File: config.mk
export PLATFORM = sky130hd
export DESIGN_NAME = backlight_mode_sequencer
export DESIGN_NICKNAME = d
export VERILOG_FILES = /design/src/hdl/bl_seq_pkg.sv /design/src/hdl/backlight_mode_sequencer.sv
export SDC_FILE = /design/constraint.sdc
export NUM_CORES = 1
export LEC_CHECK = 0
export BUFFER_PORTS_ARGS = -buffer_cell sky130_fd_sc_hd__buf_2
export CORE_MARGIN = 3
export CORE_UTILIZATION = 45
export CTS_BUF_LIST = sky130_fd_sc_hd__clkbuf_2 sky130_fd_sc_hd__clkbuf_4 sky130_fd_sc_hd__clkbuf_8
export DETAILED_ROUTE_END_ITERATION = 8
export MAX_ROUTING_LAYER = met4
export PLACE_DENSITY = 0.67
export SYNTH_ARGS = -nofsm -noshare
export SYNTH_HDL_FRONTEND = slang
export SYNTH_SLANG_ARGS = --single-unit
File: constraint.sdc
create_clock -name clk_i -period 5.3 [get_ports clk_i]
set_input_delay 0.795 -clock clk_i [delete_from_list [all_inputs] [get_ports clk_i]]
set_output_delay 0.795 -clock clk_i [all_outputs]
set_load 0.005 [all_outputs]
File: src/hdl/bl_seq_pkg.sv
// Constants, register map and mode type of the backlight mode sequencer
package bl_seq_pkg;

   // Clock rates and the divider that makes the oscillator tick
   localparam int CLK_HZ              = 40_000_000;
   localparam int OSC_HZ              = 5_000_000;
   localparam int OSC_DIV             = CLK_HZ / OSC_HZ;
   localparam int OSC_DIV_W           = 3;

   // Sequencer delays in their own units, then in oscillator ticks
   localparam int STARTUP_TIME_MS     = 2;
   localparam int SOFTSTART_TIME_MS   = 4;
   localparam int IDLE_TIME_MS        = 50;
   localparam int STARTUP_TICKS       = (OSC_HZ / 1000) * STARTUP_TIME_MS;
   localparam int SOFTSTART_TICKS     = (OSC_HZ / 1000) * SOFTSTART_TIME_MS;
   localparam int IDLE_TICKS          = (OSC_HZ / 1000) * IDLE_TIME_MS;
   localparam int TIMER_W             = 15;
   localparam int IDLE_W              = 18;

   // Register byte addresses
   localparam logic [7:0] ADDR_CTRL   = 8'h00;
   localparam logic [7:0] ADDR_NVCFG  = 8'h04;
   localparam logic [7:0] ADDR_STATUS = 8'h08;
   localparam logic [7:0] ADDR_FAULT  = 8'h0c;
   localparam logic [7:0] ADDR_TEMP   = 8'h10;

   // Control register fields
   localparam int CTRL_BL_ON          = 0;
   localparam int CTRL_BOOST_EN       = 1;
   localparam logic [1:0] CTRL_RESET  = 2'h2;

   // Nonvolatile configuration fields: PLL factor and derating trip
   localparam int NV_PLL_LSB          = 0;
   localparam int NV_TRIP_LSB         = 8;
   localparam logic [15:0] NV_RESET   = 16'hc000;

   // Status register fields
   localparam int ST_MODE_LSB         = 0;
   localparam int ST_TSD              = 3;
   localparam int ST_DERATE           = 4;
   localparam int ST_PWM_ACT          = 5;
   localparam int ST_FAULT            = 6;

   localparam int LED_N               = 4;

   typedef enum logic [2:0] {
      MODE_RESET,
      MODE_STANDBY,
      MODE_STARTUP,
      MODE_BOOST_START,
      MODE_NORMAL
   } mode_e;

endpackage

File: src/hdl/backlight_mode_sequencer.sv
// Operating-mode sequencer of an LED backlight driver with Wishbone registers
//
// Functional notes
// - In reset mode every internal register but the input synchronisers and the Wishbone answer sits at its default.
// - Low regulator supply (detector active) forces reset mode.
// - Detector release lets the device leave reset for standby.
// - Standby while backlight bit low, input PWM idle, detector inactive.
// - Writes accepted in standby; control bits act right after startup.
// - Backlight bit high or PWM input high starts internal startup.
// - Startup from standby loads nonvolatile configuration and waits 2 ms.
// - Thermal shutdown stops operation and holds startup until cleared.
// - Boost soft-start follows startup only with boost-enable high.
// - Soft-start raises boost in low-current PWM for 4 ms.
// - All LED outputs stay off during the 4 ms soft-start.
// - Normal mode accepts any register write, any bits at once.
// - Temperature watched; brightness reduced at configured trip point.
// - Over-temperature turns boost and LED outputs fully off.
// - Faults shown in a status register and on the fault pin.
// - Open and short faults on the LED strings are detected.
// - One 5 MHz oscillator tick times the whole sequencer.
// - Two-bit configuration field selects the PLL multiplication.
// - PWM input counts as inactive after 50 ms low.
`timescale 1ns/1ps
module backlight_mode_sequencer
   import bl_seq_pkg::*;
#(
   parameter int STARTUP_CNT   = STARTUP_TICKS,
   parameter int SOFTSTART_CNT = SOFTSTART_TICKS,
   parameter int IDLE_CNT      = IDLE_TICKS
)
(
   input  wire logic              clk_i,
   input  wire logic              rst_i,
   // Wishbone slave
   input  wire logic              wb_cyc_i,
   input  wire logic              wb_stb_i,
   input  wire logic              wb_we_i,
   input  wire logic [7:0]        wb_adr_i,
   input  wire logic [3:0]        wb_sel_i,
   input  wire logic [31:0]       wb_dat_i,
   output logic      [31:0]       wb_dat_o,
   output logic                   wb_ack_o,
   // Pins and analog monitors
   input  wire logic              supply_low_i,
   input  wire logic              pwm_i,
   input  wire logic              thermal_shutdown_event_i,
   input  wire logic [7:0]        temp_code_i,
   input  wire logic [LED_N-1:0]  led_open_i,
   input  wire logic [LED_N-1:0]  led_short_i,
   // Sequencer outputs
   output logic      [2:0]        mode_o,
   output logic                   core_power_o,
   output logic                   boost_on_o,
   output logic                   boost_soft_o,
   output logic      [LED_N-1:0]  led_en_o,
   output logic                   derate_o,
   output logic      [1:0]        pll_mult_o,
   output logic                   fault_o
);

   // Synchroniser stages for asynchronous inputs
   logic                  por_m, por_s;
   logic                  pwm_m, pwm_s;
   logic                  tsd_m, tsd_s;
   logic [LED_N-1:0]      open_m, open_s;
   logic [LED_N-1:0]      short_m, short_s;
   logic [7:0]            temp_m, temp_s;

   mode_e                 state;
   logic [OSC_DIV_W-1:0]  div_cnt;
   logic                  osc_tick;
   logic [TIMER_W-1:0]    timer;
   logic [IDLE_W-1:0]     idle_cnt;
   logic                  pwm_active;
   logic [1:0]            ctrl;
   logic [15:0]           nv_cfg;
   logic [15:0]           act_cfg;
   logic [LED_N-1:0]      open_flag;
   logic [LED_N-1:0]      short_flag;
   logic                  in_reset;
   logic                  wb_req;
   logic                  wb_wr;
   logic                  wake;
   logic                  derate_now;
   logic [31:0]           rd_data;

   // Timer reached the last tick of a delay
   function automatic logic delay_done(input logic [TIMER_W-1:0] cnt,
                                       input int                  limit);
      delay_done = (cnt == TIMER_W'(limit - 1));
   endfunction

   // Merge a written word into a register under byte enables
   function automatic logic [15:0] merge16(input logic [15:0] old,
                                           input logic [31:0] dat,
                                           input logic [3:0]  sel);
      merge16 = old;
      if (sel[0])
      begin
         merge16[7:0] = dat[7:0];
      end
      if (sel[1])
      begin
         merge16[15:8] = dat[15:8];
      end
   endfunction

   // Two-flop synchronisers on every asynchronous input
   always_ff @(posedge clk_i)
   begin
      if (rst_i)
      begin
         por_m   <= 1'b1;
         por_s   <= 1'b1;
         pwm_m   <= 1'b0;
         pwm_s   <= 1'b0;
         tsd_m   <= 1'b0;
         tsd_s   <= 1'b0;
         open_m  <= '0;
         open_s  <= '0;
         short_m <= '0;
         short_s <= '0;
         temp_m  <= '0;
         temp_s  <= '0;
      end
      else
      begin
         por_m   <= supply_low_i;
         por_s   <= por_m;
         pwm_m   <= pwm_i;
         pwm_s   <= pwm_m;
         tsd_m   <= thermal_shutdown_event_i;
         tsd_s   <= tsd_m;
         open_m  <= led_open_i;
         open_s  <= open_m;
         short_m <= led_short_i;
         short_s <= short_m;
         temp_m  <= temp_code_i;
         temp_s  <= temp_m;
      end
   end

   // Reset mode: bus reset or supply detector active
   assign in_reset   = rst_i | por_s;
   assign wb_req     = wb_cyc_i & wb_stb_i & ~wb_ack_o;
   assign wb_wr      = wb_req & wb_we_i & ~in_reset;
   assign wake       = ctrl[CTRL_BL_ON] | pwm_s;
   assign derate_now = (temp_s >= act_cfg[NV_TRIP_LSB +: 8]);

   // Oscillator tick: 5 MHz enable from the 40 MHz clock
   always_ff @(posedge clk_i)
   begin
      if (in_reset)
      begin
         div_cnt <= '0;
      end
      else if (div_cnt == OSC_DIV_W'(OSC_DIV - 1))
      begin
         div_cnt <= '0;
      end
      else
      begin
         div_cnt <= div_cnt + 1'b1;
      end
   end
   assign osc_tick = (div_cnt == OSC_DIV_W'(OSC_DIV - 1));

   // Input PWM activity: high marks active, long low marks idle
   always_ff @(posedge clk_i)
   begin
      if (in_reset)
      begin
         idle_cnt   <= '0;
         pwm_active <= 1'b0;
      end
      else if (pwm_s)
      begin
         idle_cnt   <= '0;
         pwm_active <= 1'b1;
      end
      else if (osc_tick && pwm_active)
      begin
         if (idle_cnt == IDLE_W'(IDLE_CNT - 1))
         begin
            idle_cnt   <= '0;
            pwm_active <= 1'b0;
         end
         else
         begin
            idle_cnt <= idle_cnt + 1'b1;
         end
      end
   end

   // Mode state machine
   always_ff @(posedge clk_i)
   begin
      if (in_reset)
      begin
         state <= MODE_RESET;
         timer <= '0;
      end
      else
      begin
         case (state)
            MODE_RESET:
            begin
               state <= MODE_STANDBY;
               timer <= '0;
            end
            MODE_STANDBY:
            begin
               timer <= '0;
               if (wake)
               begin
                  state <= MODE_STARTUP;
               end
            end
            MODE_STARTUP:
            begin
               if (tsd_s)
               begin
                  timer <= '0;
               end
               else if (osc_tick)
               begin
                  if (delay_done(timer, STARTUP_CNT))
                  begin
                     timer <= '0;
                     if (!(wake | pwm_active))
                     begin
                        state <= MODE_STANDBY;
                     end
                     else if (ctrl[CTRL_BOOST_EN])
                     begin
                        state <= MODE_BOOST_START;
                     end
                     else
                     begin
                        state <= MODE_NORMAL;
                     end
                  end
                  else
                  begin
                     timer <= timer + 1'b1;
                  end
               end
            end
            MODE_BOOST_START:
            begin
               if (tsd_s)
               begin
                  state <= MODE_STARTUP;
                  timer <= '0;
               end
               else if (osc_tick)
               begin
                  if (delay_done(timer, SOFTSTART_CNT))
                  begin
                     timer <= '0;
                     state <= MODE_NORMAL;
                  end
                  else
                  begin
                     timer <= timer + 1'b1;
                  end
               end
            end
            MODE_NORMAL:
            begin
               timer <= '0;
               if (tsd_s)
               begin
                  state <= MODE_STARTUP;
               end
               else if (!(ctrl[CTRL_BL_ON] | pwm_active))
               begin
                  state <= MODE_STANDBY;
               end
            end
            default:
            begin
               state <= MODE_RESET;
               timer <= '0;
            end
         endcase
      end
   end

   // Control register: writable in every mode but reset
   always_ff @(posedge clk_i)
   begin
      if (in_reset)
      begin
         ctrl <= CTRL_RESET;
      end
      else if (wb_wr && wb_adr_i == ADDR_CTRL && wb_sel_i[0])
      begin
         ctrl <= wb_dat_i[1:0];
      end
   end

   // Nonvolatile configuration image, written by software
   always_ff @(posedge clk_i)
   begin
      if (in_reset)
      begin
         nv_cfg <= NV_RESET;
      end
      else if (wb_wr && wb_adr_i == ADDR_NVCFG)
      begin
         nv_cfg <= merge16(nv_cfg, wb_dat_i, wb_sel_i);
      end
   end

   // Active configuration, loaded from the image on startup entry from standby
   always_ff @(posedge clk_i)
   begin
      if (in_reset)
      begin
         act_cfg <= NV_RESET;
      end
      else if (state == MODE_STANDBY && wake)
      begin
         act_cfg <= nv_cfg;
      end
   end

   // Sticky LED string faults; detection wins over a clear
   always_ff @(posedge clk_i)
   begin
      if (in_reset)
      begin
         open_flag  <= '0;
         short_flag <= '0;
      end
      else
      begin
         if (wb_wr && wb_adr_i == ADDR_FAULT && wb_sel_i[0])
         begin
            open_flag  <= (open_flag & ~wb_dat_i[3:0]) | open_s;
            short_flag <= (short_flag & ~wb_dat_i[7:4]) | short_s;
         end
         else
         begin
            open_flag  <= open_flag | open_s;
            short_flag <= short_flag | short_s;
         end
      end
   end

   // Read multiplexer; unmapped addresses read zero
   always_comb
   begin
      rd_data = '0;
      case (wb_adr_i)
         ADDR_CTRL:   rd_data[1:0]  = ctrl;
         ADDR_NVCFG:  rd_data[15:0] = nv_cfg;
         ADDR_STATUS:
         begin
            rd_data[ST_MODE_LSB +: 3] = state;
            rd_data[ST_TSD]           = tsd_s;
            rd_data[ST_DERATE]        = derate_now;
            rd_data[ST_PWM_ACT]       = pwm_active;
            rd_data[ST_FAULT]         = |{open_flag, short_flag, tsd_s};
         end
         ADDR_FAULT:  rd_data[7:0]  = {short_flag, open_flag};
         ADDR_TEMP:   rd_data[7:0]  = temp_s;
         default:     rd_data       = '0;
      endcase
   end

   // Wishbone answer: ack one cycle after the request
   always_ff @(posedge clk_i)
   begin
      if (rst_i)
      begin
         wb_ack_o <= 1'b0;
         wb_dat_o <= '0;
      end
      else
      begin
         wb_ack_o <= wb_req;
         wb_dat_o <= wb_req ? rd_data : 32'h0000_0000;
      end
   end

   // Registered sequencer outputs
   always_ff @(posedge clk_i)
   begin
      if (in_reset)
      begin
         mode_o       <= MODE_RESET;
         core_power_o <= 1'b0;
         boost_on_o   <= 1'b0;
         boost_soft_o <= 1'b0;
         led_en_o     <= '0;
         derate_o     <= 1'b0;
         pll_mult_o   <= NV_RESET[NV_PLL_LSB +: 2];
         fault_o      <= 1'b0;
      end
      else
      begin
         mode_o       <= state;
         core_power_o <= (state != MODE_STANDBY) && (state != MODE_RESET);
         boost_on_o   <= !tsd_s && ((state == MODE_BOOST_START)
                         || (state == MODE_NORMAL));
         boost_soft_o <= !tsd_s && (state == MODE_BOOST_START);
         led_en_o     <= (!tsd_s && state == MODE_NORMAL) ?
                         ~(open_flag | short_flag) : '0;
         derate_o     <= derate_now;
         pll_mult_o   <= act_cfg[NV_PLL_LSB +: 2];
         fault_o      <= |{open_flag, short_flag, tsd_s};
      end
   end

endmodule

**Yosys cells after proc, flatten, opt, wreduce, memory -nomap -nowiden**

Cells that the tools add are included.

- Bits in registers: 167
- Input bits: 68
- Output and inout port bits: 47
- Logic and storage cells: 140

- Add/subtract/negate cells: 3
- $lt $le $gt $ge: 1
- Eq/ne operators: 21
- Muxes and demuxes: 28
- Bitwise gates (word level): 23
- Reductions and logical operators: 29

Operator list:

| cell | number |
|---|---|
| $mux W15 | 6 |
| $mux W3 | 11 |
| $pmux W15 S2 | 1 |
| $or A4 B4 Y4 | 5 |
| $pmux W5 S4 | 1 |
| $add A18 B1 Y18 const B | 1 |
| $eq A18 B18 Y1 const B | 1 |
| $mux W18 | 1 |
| $eq A8 B4 Y1 const B | 2 |
| $add A15 B1 Y15 const B | 1 |
| $eq A15 B14 Y1 const B | 1 |
| $eq A15 B15 Y1 const B | 1 |
| $pmux W3 S5 | 1 |
| $ne A3 B3 Y1 const B | 4 |
| $not A4 Y4 | 3 |
| $logic_and A1 B1 Y1 | 11 |
| $pmux W2 S5 | 1 |
| $reduce_or A9 Y1 | 1 |
| $and A4 B4 Y4 | 2 |
| $eq A8 B3 Y1 const B | 1 |
| $eq A8 B5 Y1 const B | 1 |
| $ge A8 B8 Y1 | 1 |
| $logic_not A8 Y1 | 1 |
| $mux W4 | 2 |
| other kinds (20) | 44 |

**Longest topological paths before layout**

Gate-level depths: netlist of run 1.

- Depth after elaboration: 7
- Gate-level depth with buffers: 9
- Gate-level depth less buffers: 7

**Worst setup path before layout of run 1**

Ideal clock, no wire load.

- Path type: input to register
- From: input port wb_adr_i[1]
- To: register open_flag[0]
- Library setup time: 0.121 ns
- Arrival: 2.021 ns
- Required time: 5.179 ns
- Setup slack: 3.158 ns
- Cell stages on the path: 6
- Buffers on the path: 1
- Cells stage by stage: or4_4 nor3_4 and2_1 and3_1 buf_6 a31oi_1

- Word-level cells in the longest chain between the ends: 4

Ends and longest elaborated chain:

| what | RTL line | RTL |
|---|---|---|
| start: declaration | backlight_mode_sequencer.sv:38 | `input wire logic [7:0] wb_adr_i,` |
| $eq A8 B4 Y1 | backlight_mode_sequencer.sv:339 | `if (wb_wr && wb_adr_i == ADDR_FAULT && wb_sel_i[0])` |
| $logic_and A1 B1 Y1 (2 in series) | backlight_mode_sequencer.sv:339 |  |
| $mux W4 | backlight_mode_sequencer.sv:339 |  |
| end signal: assignment | backlight_mode_sequencer.sv:341 | `open_flag <= (open_flag & ~wb_dat_i[3:0]) \| open_s;` |
| end signal: assignment | backlight_mode_sequencer.sv:346 | `open_flag <= open_flag \| open_s;` |
| end: declaration | backlight_mode_sequencer.sv:78 | `logic [LED_N-1:0] open_flag;` |

No other way between the ends.
A chain may end at the register's enable or synchronous reset.

**Final worst setup path of run 1**

- From: input port rst_i
- To: register nv_cfg[5]

- Word-level cells in the longest chain between the ends: 5

Ends and longest elaborated chain:

| what | RTL line | RTL |
|---|---|---|
| start: declaration | backlight_mode_sequencer.sv:33 | `input wire logic rst_i,` |
| $or A1 B1 Y1 * | backlight_mode_sequencer.sv:144 | `assign in_reset = rst_i \| por_s;` |
| $not A1 Y1 | backlight_mode_sequencer.sv:146 | `assign wb_wr = wb_req & wb_we_i & ~in_reset;` |
| $and A1 B1 Y1 | backlight_mode_sequencer.sv:146 |  |
| $logic_and A1 B1 Y1 | backlight_mode_sequencer.sv:310 | `else if (wb_wr && wb_adr_i == ADDR_NVCFG)` |
| $reduce_and A2 Y1 (no source line) | - |  |
| end signal: assignment | backlight_mode_sequencer.sv:312 | `nv_cfg <= merge16(nv_cfg, wb_dat_i, wb_sel_i);` |
| end: declaration | backlight_mode_sequencer.sv:76 | `logic [15:0] nv_cfg;` |

Mark *: on every way between the ends. The rest lies on a longest branch, timed or not.

==> results of run 1 <==
per-stage QoR:
step / std cells / hold WS, ps / total power, W
floorplan: 653 / 389 / 0.00118
global placement: 862 / 400 / 0.00121
detailed placement: 862 / 396 / 0.00121
CTS: 894 / 416 / 0.00209
global route: 896 / 430 / 0.00215
finish: 896 / 420 / 0.00207
critical path, stage by stage:
cell     delay [ps]
buf_2           320
nor2_2          830
and4_1          380
nor3b_4         560
o21ai_0         180
final cells by class:
class / count / area, um2
sequential: 145 / 2900
inverter: 23 / 86.3
tap: 172 / 215
antenna: 2 / 5.00
clock inverter: 13 / 163
fill: 1163 / 5970
timing repair buffer: 81 / 408
clock buffer: 19 / 249
multi-input combinational: 441 / 2780
per-layer routing:
layer | up-vias | track usage [%]
li1 | 2308 | -
met1 | 2122 | 24.5
met2 | 134 | 28.0
met3 | 22 | 4.99
met4 | 0 | 8.54
met5 | - | -
cells in the mapped netlist (2+ instances only):
cell,count
a221oi_1,2
nor3_2,3
and4_1,5
o211ai_1,4
nand3_1,26
nor4_4,2
buf_4,18
buf_6,3
nor3_1,11
or2_2,6
nor4_1,2
a21oi_1,18
or4_1,2
dfxtp_1,145
xor2_1,15
mux2_2,2
mux2i_1,15
ha_1,12
and2_1,16
nor4b_1,3
nor2b_1,40
nor3b_1,2
o21ai_1,8
mux4_2,2
nand2b_1,6
xnor2_1,9
o2111ai_1,2
and3b_1,3
buf_2,6
nor2_1,66
a31oi_1,13
nand4_1,13
and3_1,8
nand2_1,55
inv_1,23
o31ai_1,2
o21ai_0,20
clkbuf_1,15
a22oi_1,2
a41oi_1,3
or3_1,2
nor4bb_1,2
cells by family after synthesis:
kind of cell               synth area share, %
adders and majority gates                 2.52
other                                   0.0628
AOI/OAI and AO/OA                         8.95
xor gates and xnor gates                  3.52
and+or+nand+nor                           26.8
muxes                                     3.65
buffers and inverters                     5.87
DFF                                       48.6
power groups by stage:
stage / clock (W) / combinational, W / sequential, W
5_1_grt: 0.000956 / 0.0000796 / 0.00111
4_1_cts: 0.000909 / 0.0000713 / 0.00111
6_report: 0.000889 / 0.0000711 / 0.00111
2_1_floorplan: 0 / 0.0000512 / 0.00113
3_3_place_gp: 0 / 0.0000691 / 0.00114
3_5_place_dp: 0 / 0.0000711 / 0.00114
state kept, by name (all words and copies together) (netlist names), 4 cells and up:
signal      flops
idle_cnt       18
nv_cfg         16
wb_dat_o       16
timer          15
act_cfg        10
temp_m          8
temp_s          8
led_en_o        4
open_flag       4
open_m          4
open_s          4
short_flag      4
short_m         4
short_s         4
worst paths after layout:
path,start,to,depth (start not counted)
hold reg to reg,por_m,por_s,1
setup / recovery,rst_i,nv_cfg[5],5
hold / removal,por_m,por_s,1
setup reg to reg,por_s,nv_cfg[5],4
==> tab_implementation.tex, run 1 <==
\begin{tabular}{lr}
\hline
Metric & Value \\
\hline
\multicolumn{2}{l}{\textbf{Floorplanning}} \\
Placement Rows & between 40 and 50 \\
Chip Height & $\sim$120 um \\
Top-level I/O count & approximately 120 \\
Initial Utilization & between 40\% and 50\% \\
Total die area & between 10000 and 15000 um2 \\
Die span in x & about 120 um \\
Area of the core & about 13000 um2 \\
\multicolumn{2}{l}{\textbf{Worst setup path}} \\
Maximum fanout encountered on the critical timing path & 41 \\
Required time of the critical path & 5610 ps \\
Setup slack, reg-to-reg & about 3000 ps \\
Type of destination of the critical path & register \\
Crit path DAT & 3090 ps \\
Worst setup path class & primary input to register \\
Launching element type of the critical path & primary input \\
\multicolumn{2}{l}{\textbf{STA}} \\
Headroom to the max-slew limit & about 36\% \\
Achievable frequency & roughly 360 MHz \\
Final-layout setup total negative slack & 0 ps \\
Transition at the pin with the smallest max-transition slack & 964 ps \\
Final max-slew violation count & 0 \\
Period utilisation layout & 52.4\% \\
Number of hold violations in the final report & 0 \\
Setup repair after global routing missed its margin & false \\
Post-route minimum period & roughly 2800 ps \\
Clock skew & 8.03 ps \\
Final setup violation count & 0 \\
Final setup slack of the worst path & $\sim$2500 ps \\
\multicolumn{2}{l}{\textbf{GRT}} \\
Total global-route track usage & between 10\% and 20\% \\
Residual overflow from global routing & 0 \\
Number of global-route vias before repair & about 4400 \\
Maximum number of pins on one net before global-route repair & 42 \\
Global-route wire length before repair & about 21000 um \\
Number of antenna violations at the first check in global routing & 2 \\
\multicolumn{2}{l}{\textbf{Layout}} \\
Non-Filler Cell Area, Final & 6800 um2 \\
Leading cell type in the layout, fill and taps excluded & dfxtp\_1 \\
Fraction of final layout cells with drive strength greater than 1 & a little under a fifth \\
Growth of design area from synthesis to finish & 14.0\% \\
Final Core Density & 53.3\% \\
Most frequent cells in the layout & dfxtp\_1 (145), buf\_2 (80), nor2\_1 (65) \\
Fin nets & a little under 800 \\
\multicolumn{2}{l}{\textbf{Yosys}} \\
Share of the yosys chip area belonging to registers & 48.6\% \\
Commonest register cell after synthesis & dfxtp\_1 \\
Count of distinct cell types in the synthesized netlist & $\sim$70 \\
Synthesized netlist cell count & approximately 640 \\
Top cell type's share of synthesized area & 48.6\% \\
Synth Warn \# & 0 \\
Seq cells post-synth & roughly 150 \\
Post-synth top area cell & dfxtp\_1 \\
Post-synth EDFFs & 0 \\
Async set or reset register ratio after synthesis & 0\% \\
Netlist area before placement & approximately 6000 um2 \\
Top cells by area in the synthesized netlist & dfxtp\_1 (49\%), nor2b\_1 (4.2\%), nor2\_1 (4.2\%), nand2\_1 (3.5\%), ha\_1 (2.5\%) \\
Mean instance size in the synthesized netlist & a little over 9 um2 \\
\multicolumn{2}{l}{\textbf{Placed design}} \\
Area of placed instances & 6390 um2 \\
DP Worst Slack & $\sim$2000 ps \\
Number of buffers inserted by port buffering & 80 \\
Final GP Congestion & 0.890 \\
Post-detail-place hpwl & around 9400 um \\
\multicolumn{2}{l}{\textbf{Clock network}} \\
TritonCTS clock tree & yes \\
Clock Latency Late Sink & between 400 and 500 ps \\
Clock H-tree levels & 4 \\
Quantity of hold-fixing buffers added after cts & 0 \\
Clock root cell & clkbuf\_8 \\
Number of sinks on the clock net & roughly 150 \\
Max clock buf depth & 2 \\
Number of setup buffers added after CTS & 0 \\
CTS buffer count & 17 \\
Post\_cts resized & 0 \\
Clock slew at the register clock pins of the worst setup and hold paths & around 80 ps \\
\multicolumn{2}{l}{\textbf{Route}} \\
Total number of vias & 4586 \\
Post-detailed-route DRC marker count & 0 \\
Met2 wire length & roughly 5900 um \\
Drt first pass iters & 5 \\
Number of vias per cell & 5.12 \\
Drt initial violations & between 200 and 250 \\
Wire length on met3 & $\sim$700 um \\
WL met1 & roughly 6000 um \\
Routed length per placed instance & roughly 14 um \\
Antenna Violating Nets Remaining & 0 \\
Topmost layer with routed signal wires & met4 \\
Detailed-route wire length & about 13000 um \\
\multicolumn{2}{l}{\textbf{Power and ir drop}} \\
P\_leak & around 2.7 nW \\
Part of the total power dissipated in sequential elements & between 50\% and 60\% \\
Switching part of the total power & $\sim$22\% \\
Clock share of power & between 40\% and 50\% \\
Net switching component of the power & between 0.0004 and 0.0005 W \\
Internal power & $\sim$0.0016 W \\
Part of the power in combinational logic & under 10\% \\
Highest ir drop seen on vdd & around 0.00021 V \\
Power per standard cell area & $\sim$300 nW/um2 \\
\multicolumn{2}{l}{\textbf{Hold path}} \\
Hold Crit Class & register to register \\
\multicolumn{2}{l}{\textbf{Run status}} \\
Status & completed \\
\multicolumn{2}{l}{\textbf{Flow run}} \\
Max-cap violations & 0 \\
\hline
\end{tabular}
(Power assumes the default switching activity.)
==> run 2, diff against run 1 <==
--- a/config.mk
+++ b/config.mk
@@ -11,7 +11,7 @@
 export CTS_BUF_LIST = sky130_fd_sc_hd__clkbuf_2 sky130_fd_sc_hd__clkbuf_4 sky130_fd_sc_hd__clkbuf_8
 export DETAILED_ROUTE_END_ITERATION = 8
 export MAX_ROUTING_LAYER = met4
-export PLACE_DENSITY = 0.67
+export PLACE_DENSITY = 0.7
 export SYNTH_ARGS = -nofsm -noshare
 export SYNTH_HDL_FRONTEND = slang
 export SYNTH_SLANG_ARGS = --single-unit
==> constraint.sdc (replaced) <==
create_clock -name clk_i -period 2.23 [get_ports clk_i]
set_input_delay 0.3345 -clock clk_i [delete_from_list [all_inputs] [get_ports clk_i]]
set_output_delay 0.3345 -clock clk_i [all_outputs]
set_load 0.005 [all_outputs]
==> tab_implementation.tex, run 2 (same netlist as run 1, synthesis figures left out) <==
\begin{tabular}{lr}
\hline
Metric & Value \\
\hline
\multicolumn{2}{l}{\textbf{Run status}} \\
Status & completed \\
\multicolumn{2}{l}{\textbf{Placed design}} \\
Number of buffers inserted by port buffering & 80 \\
Post-detail-place hpwl & between 9000 and 10000 um \\
DP Worst Slack & approximately 120 ps \\
Cell count after placement & roughly 870 \\
Final GP Congestion & between 0.8 and 0.9 \\
\multicolumn{2}{l}{\textbf{Worst setup path}} \\
Slowest cell on crit path & or3\_1 \\
Reg-to-reg startpoint & div\_cnt[0] \\
Setup slack, reg-to-reg & 200 ps \\
Worst stage delay on the critical path & between 400 and 500 ps \\
Launching element type of the critical path & register \\
Largest delay contributor family on the critical path & simple AND/OR/NAND/NOR gates \\
CP dominant cell by count & ha\_1 \\
Crit path DAT & 2350 ps \\
Ordered list of cells on the worst path & ha\_1 -> ha\_1 -> nand2\_1 -> or2\_1 -> or3\_1 -> nand2\_4 -> nor2\_1 \\
Worst reg2reg path depth & 7 \\
Critical R2R Capture & idle\_cnt[10] \\
Required time of the critical path & between 2000 and 3000 ps \\
Buf/Inv on CP & 0 \\
Maximum fanout encountered on the critical timing path & 18 \\
Worst setup path class & register to register \\
Type of destination of the critical path & register \\
\multicolumn{2}{l}{\textbf{Layout}} \\
Most flops, register & idle\_cnt \\
Growth of design area from synthesis to finish & 15.1\% \\
Biggest registers after layout & idle\_cnt x18, nv\_cfg x16, wb\_dat\_o x16 \\
Fraction of final layout cells with drive strength greater than 1 & about a fifth \\
Filler cell count & 1144 \\
Count of non-filler cells in the finished layout & roughly 900 \\
Fin nets & 800 \\
Antenna diode count & 0 \\
Most frequent cells in the layout & dfxtp\_1 (145), buf\_2 (80), nor2\_1 (65) \\
Leading cell type in the layout, fill and taps excluded & dfxtp\_1 \\
Final Core Density & 53.8\% \\
Number of flip-flops under the largest register name & 18 \\
\multicolumn{2}{l}{\textbf{Clock network}} \\
Clock root cell & clkbuf\_8 \\
CTS buffer count & 17 \\
Number of setup buffers added after CTS & 0 \\
Clock Latency Late Sink & between 400 and 500 ps \\
Clock H-tree levels & 4 \\
Max clock buf depth & 2 \\
Number of sinks on the clock net & $\sim$150 \\
Clock slew at the register clock pins of the worst setup and hold paths & about 70 ps \\
TritonCTS clock tree & yes \\
\multicolumn{2}{l}{\textbf{Route}} \\
Total number of vias & around 4700 \\
Drt initial violations & between 200 and 250 \\
Antenna Violating Nets Remaining & 0 \\
Number of vias per cell & around 5.2 \\
Routed length per placed instance & $\sim$14 um \\
Detailed-route wire length & around 13000 um \\
Drt first pass iters & 4 \\
Post-detailed-route DRC marker count & 0 \\
\multicolumn{2}{l}{\textbf{Power and ir drop}} \\
Net switching component of the power & around 0.0011 W \\
Clock share of power & about two fifths \\
Highest ir drop seen on vdd & 0.000495 V \\
Switching part of the total power & between 20\% and 30\% \\
Part of the total power dissipated in sequential elements & between 50\% and 60\% \\
Internal power & approximately 0.0038 W \\
Power per standard cell area & 706 nW/um2 \\
Part of the power in combinational logic & between 3 and 4\% \\
P\_leak & around 2.7 nW \\
\multicolumn{2}{l}{\textbf{STA}} \\
Headroom to the max-slew limit & approximately 56\% \\
Transition at the pin with the smallest max-transition slack & 664 ps \\
Number of hold violations in the final report & 0 \\
Final setup slack of the worst path & around 200 ps \\
Post-route minimum period & 2030 ps \\
Final max-slew violation count & 0 \\
Setup repair after global routing missed its margin & false \\
Final-layout setup total negative slack & 0 ps \\
Period utilisation layout & roughly nine tenths \\
Achievable frequency & between 400 and 500 MHz \\
Final setup violation count & 0 \\
Clock skew & about 10 ps \\
\multicolumn{2}{l}{\textbf{Hold path}} \\
Hold Path Cell Cnt & 2 \\
HP Start & supply\_low\_i \\
Hold Crit Class & primary input to register \\
Hold Crit Endpoint & por\_m \\
\multicolumn{2}{l}{\textbf{Flow run}} \\
Max-cap violations & 0 \\
\multicolumn{2}{l}{\textbf{Floorplanning}} \\
Top-level I/O count & 115 \\
Chip Height & approximately 120 um \\
Total die area & 14700 um2 \\
Placement Rows & approximately 40 \\
Area of the core & approximately 13000 um2 \\
Die span in x & roughly 120 um \\
Initial Utilization & between 40\% and 50\% \\
\multicolumn{2}{l}{\textbf{GRT}} \\
Global-route wire length before repair & around 21000 um \\
Layer with the highest usage after global routing & met2 \\
Met3 global-route usage & between 5 and 6\% \\
Total global-route track usage & 18.8\% \\
Met2 demand-to-capacity share in global routing & 29.8\% \\
Maximum number of pins on one net before global-route repair & 39 \\
Number of global-route vias before repair & about 4600 \\
Number of antenna violations at the first check in global routing & 0 \\
Residual overflow from global routing & 0 \\
GR Util met1 & 23.0\% \\
\hline
\end{tabular}
run 2: worst max-delay path by stage:
stage	cells past startpoint	slack [ps]	from	to
6_report	7	200	div_cnt[0]	idle_cnt[10]
4_1_cts	7	100	div_cnt[0]	idle_cnt[10]
5_1_grt	7	50	div_cnt[0]	idle_cnt[17]
2_1_floorplan	8	280	div_cnt[0]	timer[7]
3_3_place_gp	6	210	wb_adr_i[1]	short_flag[0]
3_5_place_dp	7	120	div_cnt[0]	idle_cnt[2]
run 2: layout make-up:
class | instances | area (um2) | area share [%]
multi-input cells | 441 | 2780 | 40.5
clock buffers | 22 | 290 | 4.23
clock inverters | 8 | 105 | 1.53
inverters | 23 | 86.3 | 1.26
well taps | 172 | 215 | 3.13
flip-flops and latches | 145 | 2900 | 42.3
repair buffers | 92 | 490 | 7.14
run 2: timing repair:
item                                    CTS  global route
endpoints found under the setup margin    0            18
hold buffers                              0             0
gates resized for setup                   0             1
run 2: stage by stage:
step	hold WS [ps]	total power, W	instance area, um2
2_1_floorplan	389	0.00281	6030
3_3_place_gp	400	0.00287	6470
4_1_cts	22.8	0.00492	6870
5_1_grt	43.8	0.00504	6870
3_5_place_dp	404	0.00287	6470
6_report	76.0	0.00485	6870
run 2: power groups by stage:
stage                     clock, W  sequential (W)  combinational (W)
after floorplan                  0         0.00269           0.000122
after global placement           0         0.00270           0.000168
after detailed placement         0         0.00270           0.000175
after CTS                  0.00211         0.00264           0.000175
after global routing       0.00220         0.00264           0.000195
final                      0.00204         0.00264           0.000176
run 2: per-layer routing:
layer / routed length, um / vias up
li1: - / 2320
met1: 5770 / 2205
met2: 6320 / 135
met3: 660 / 23
met4: 214 / 0
met5: 0 / -
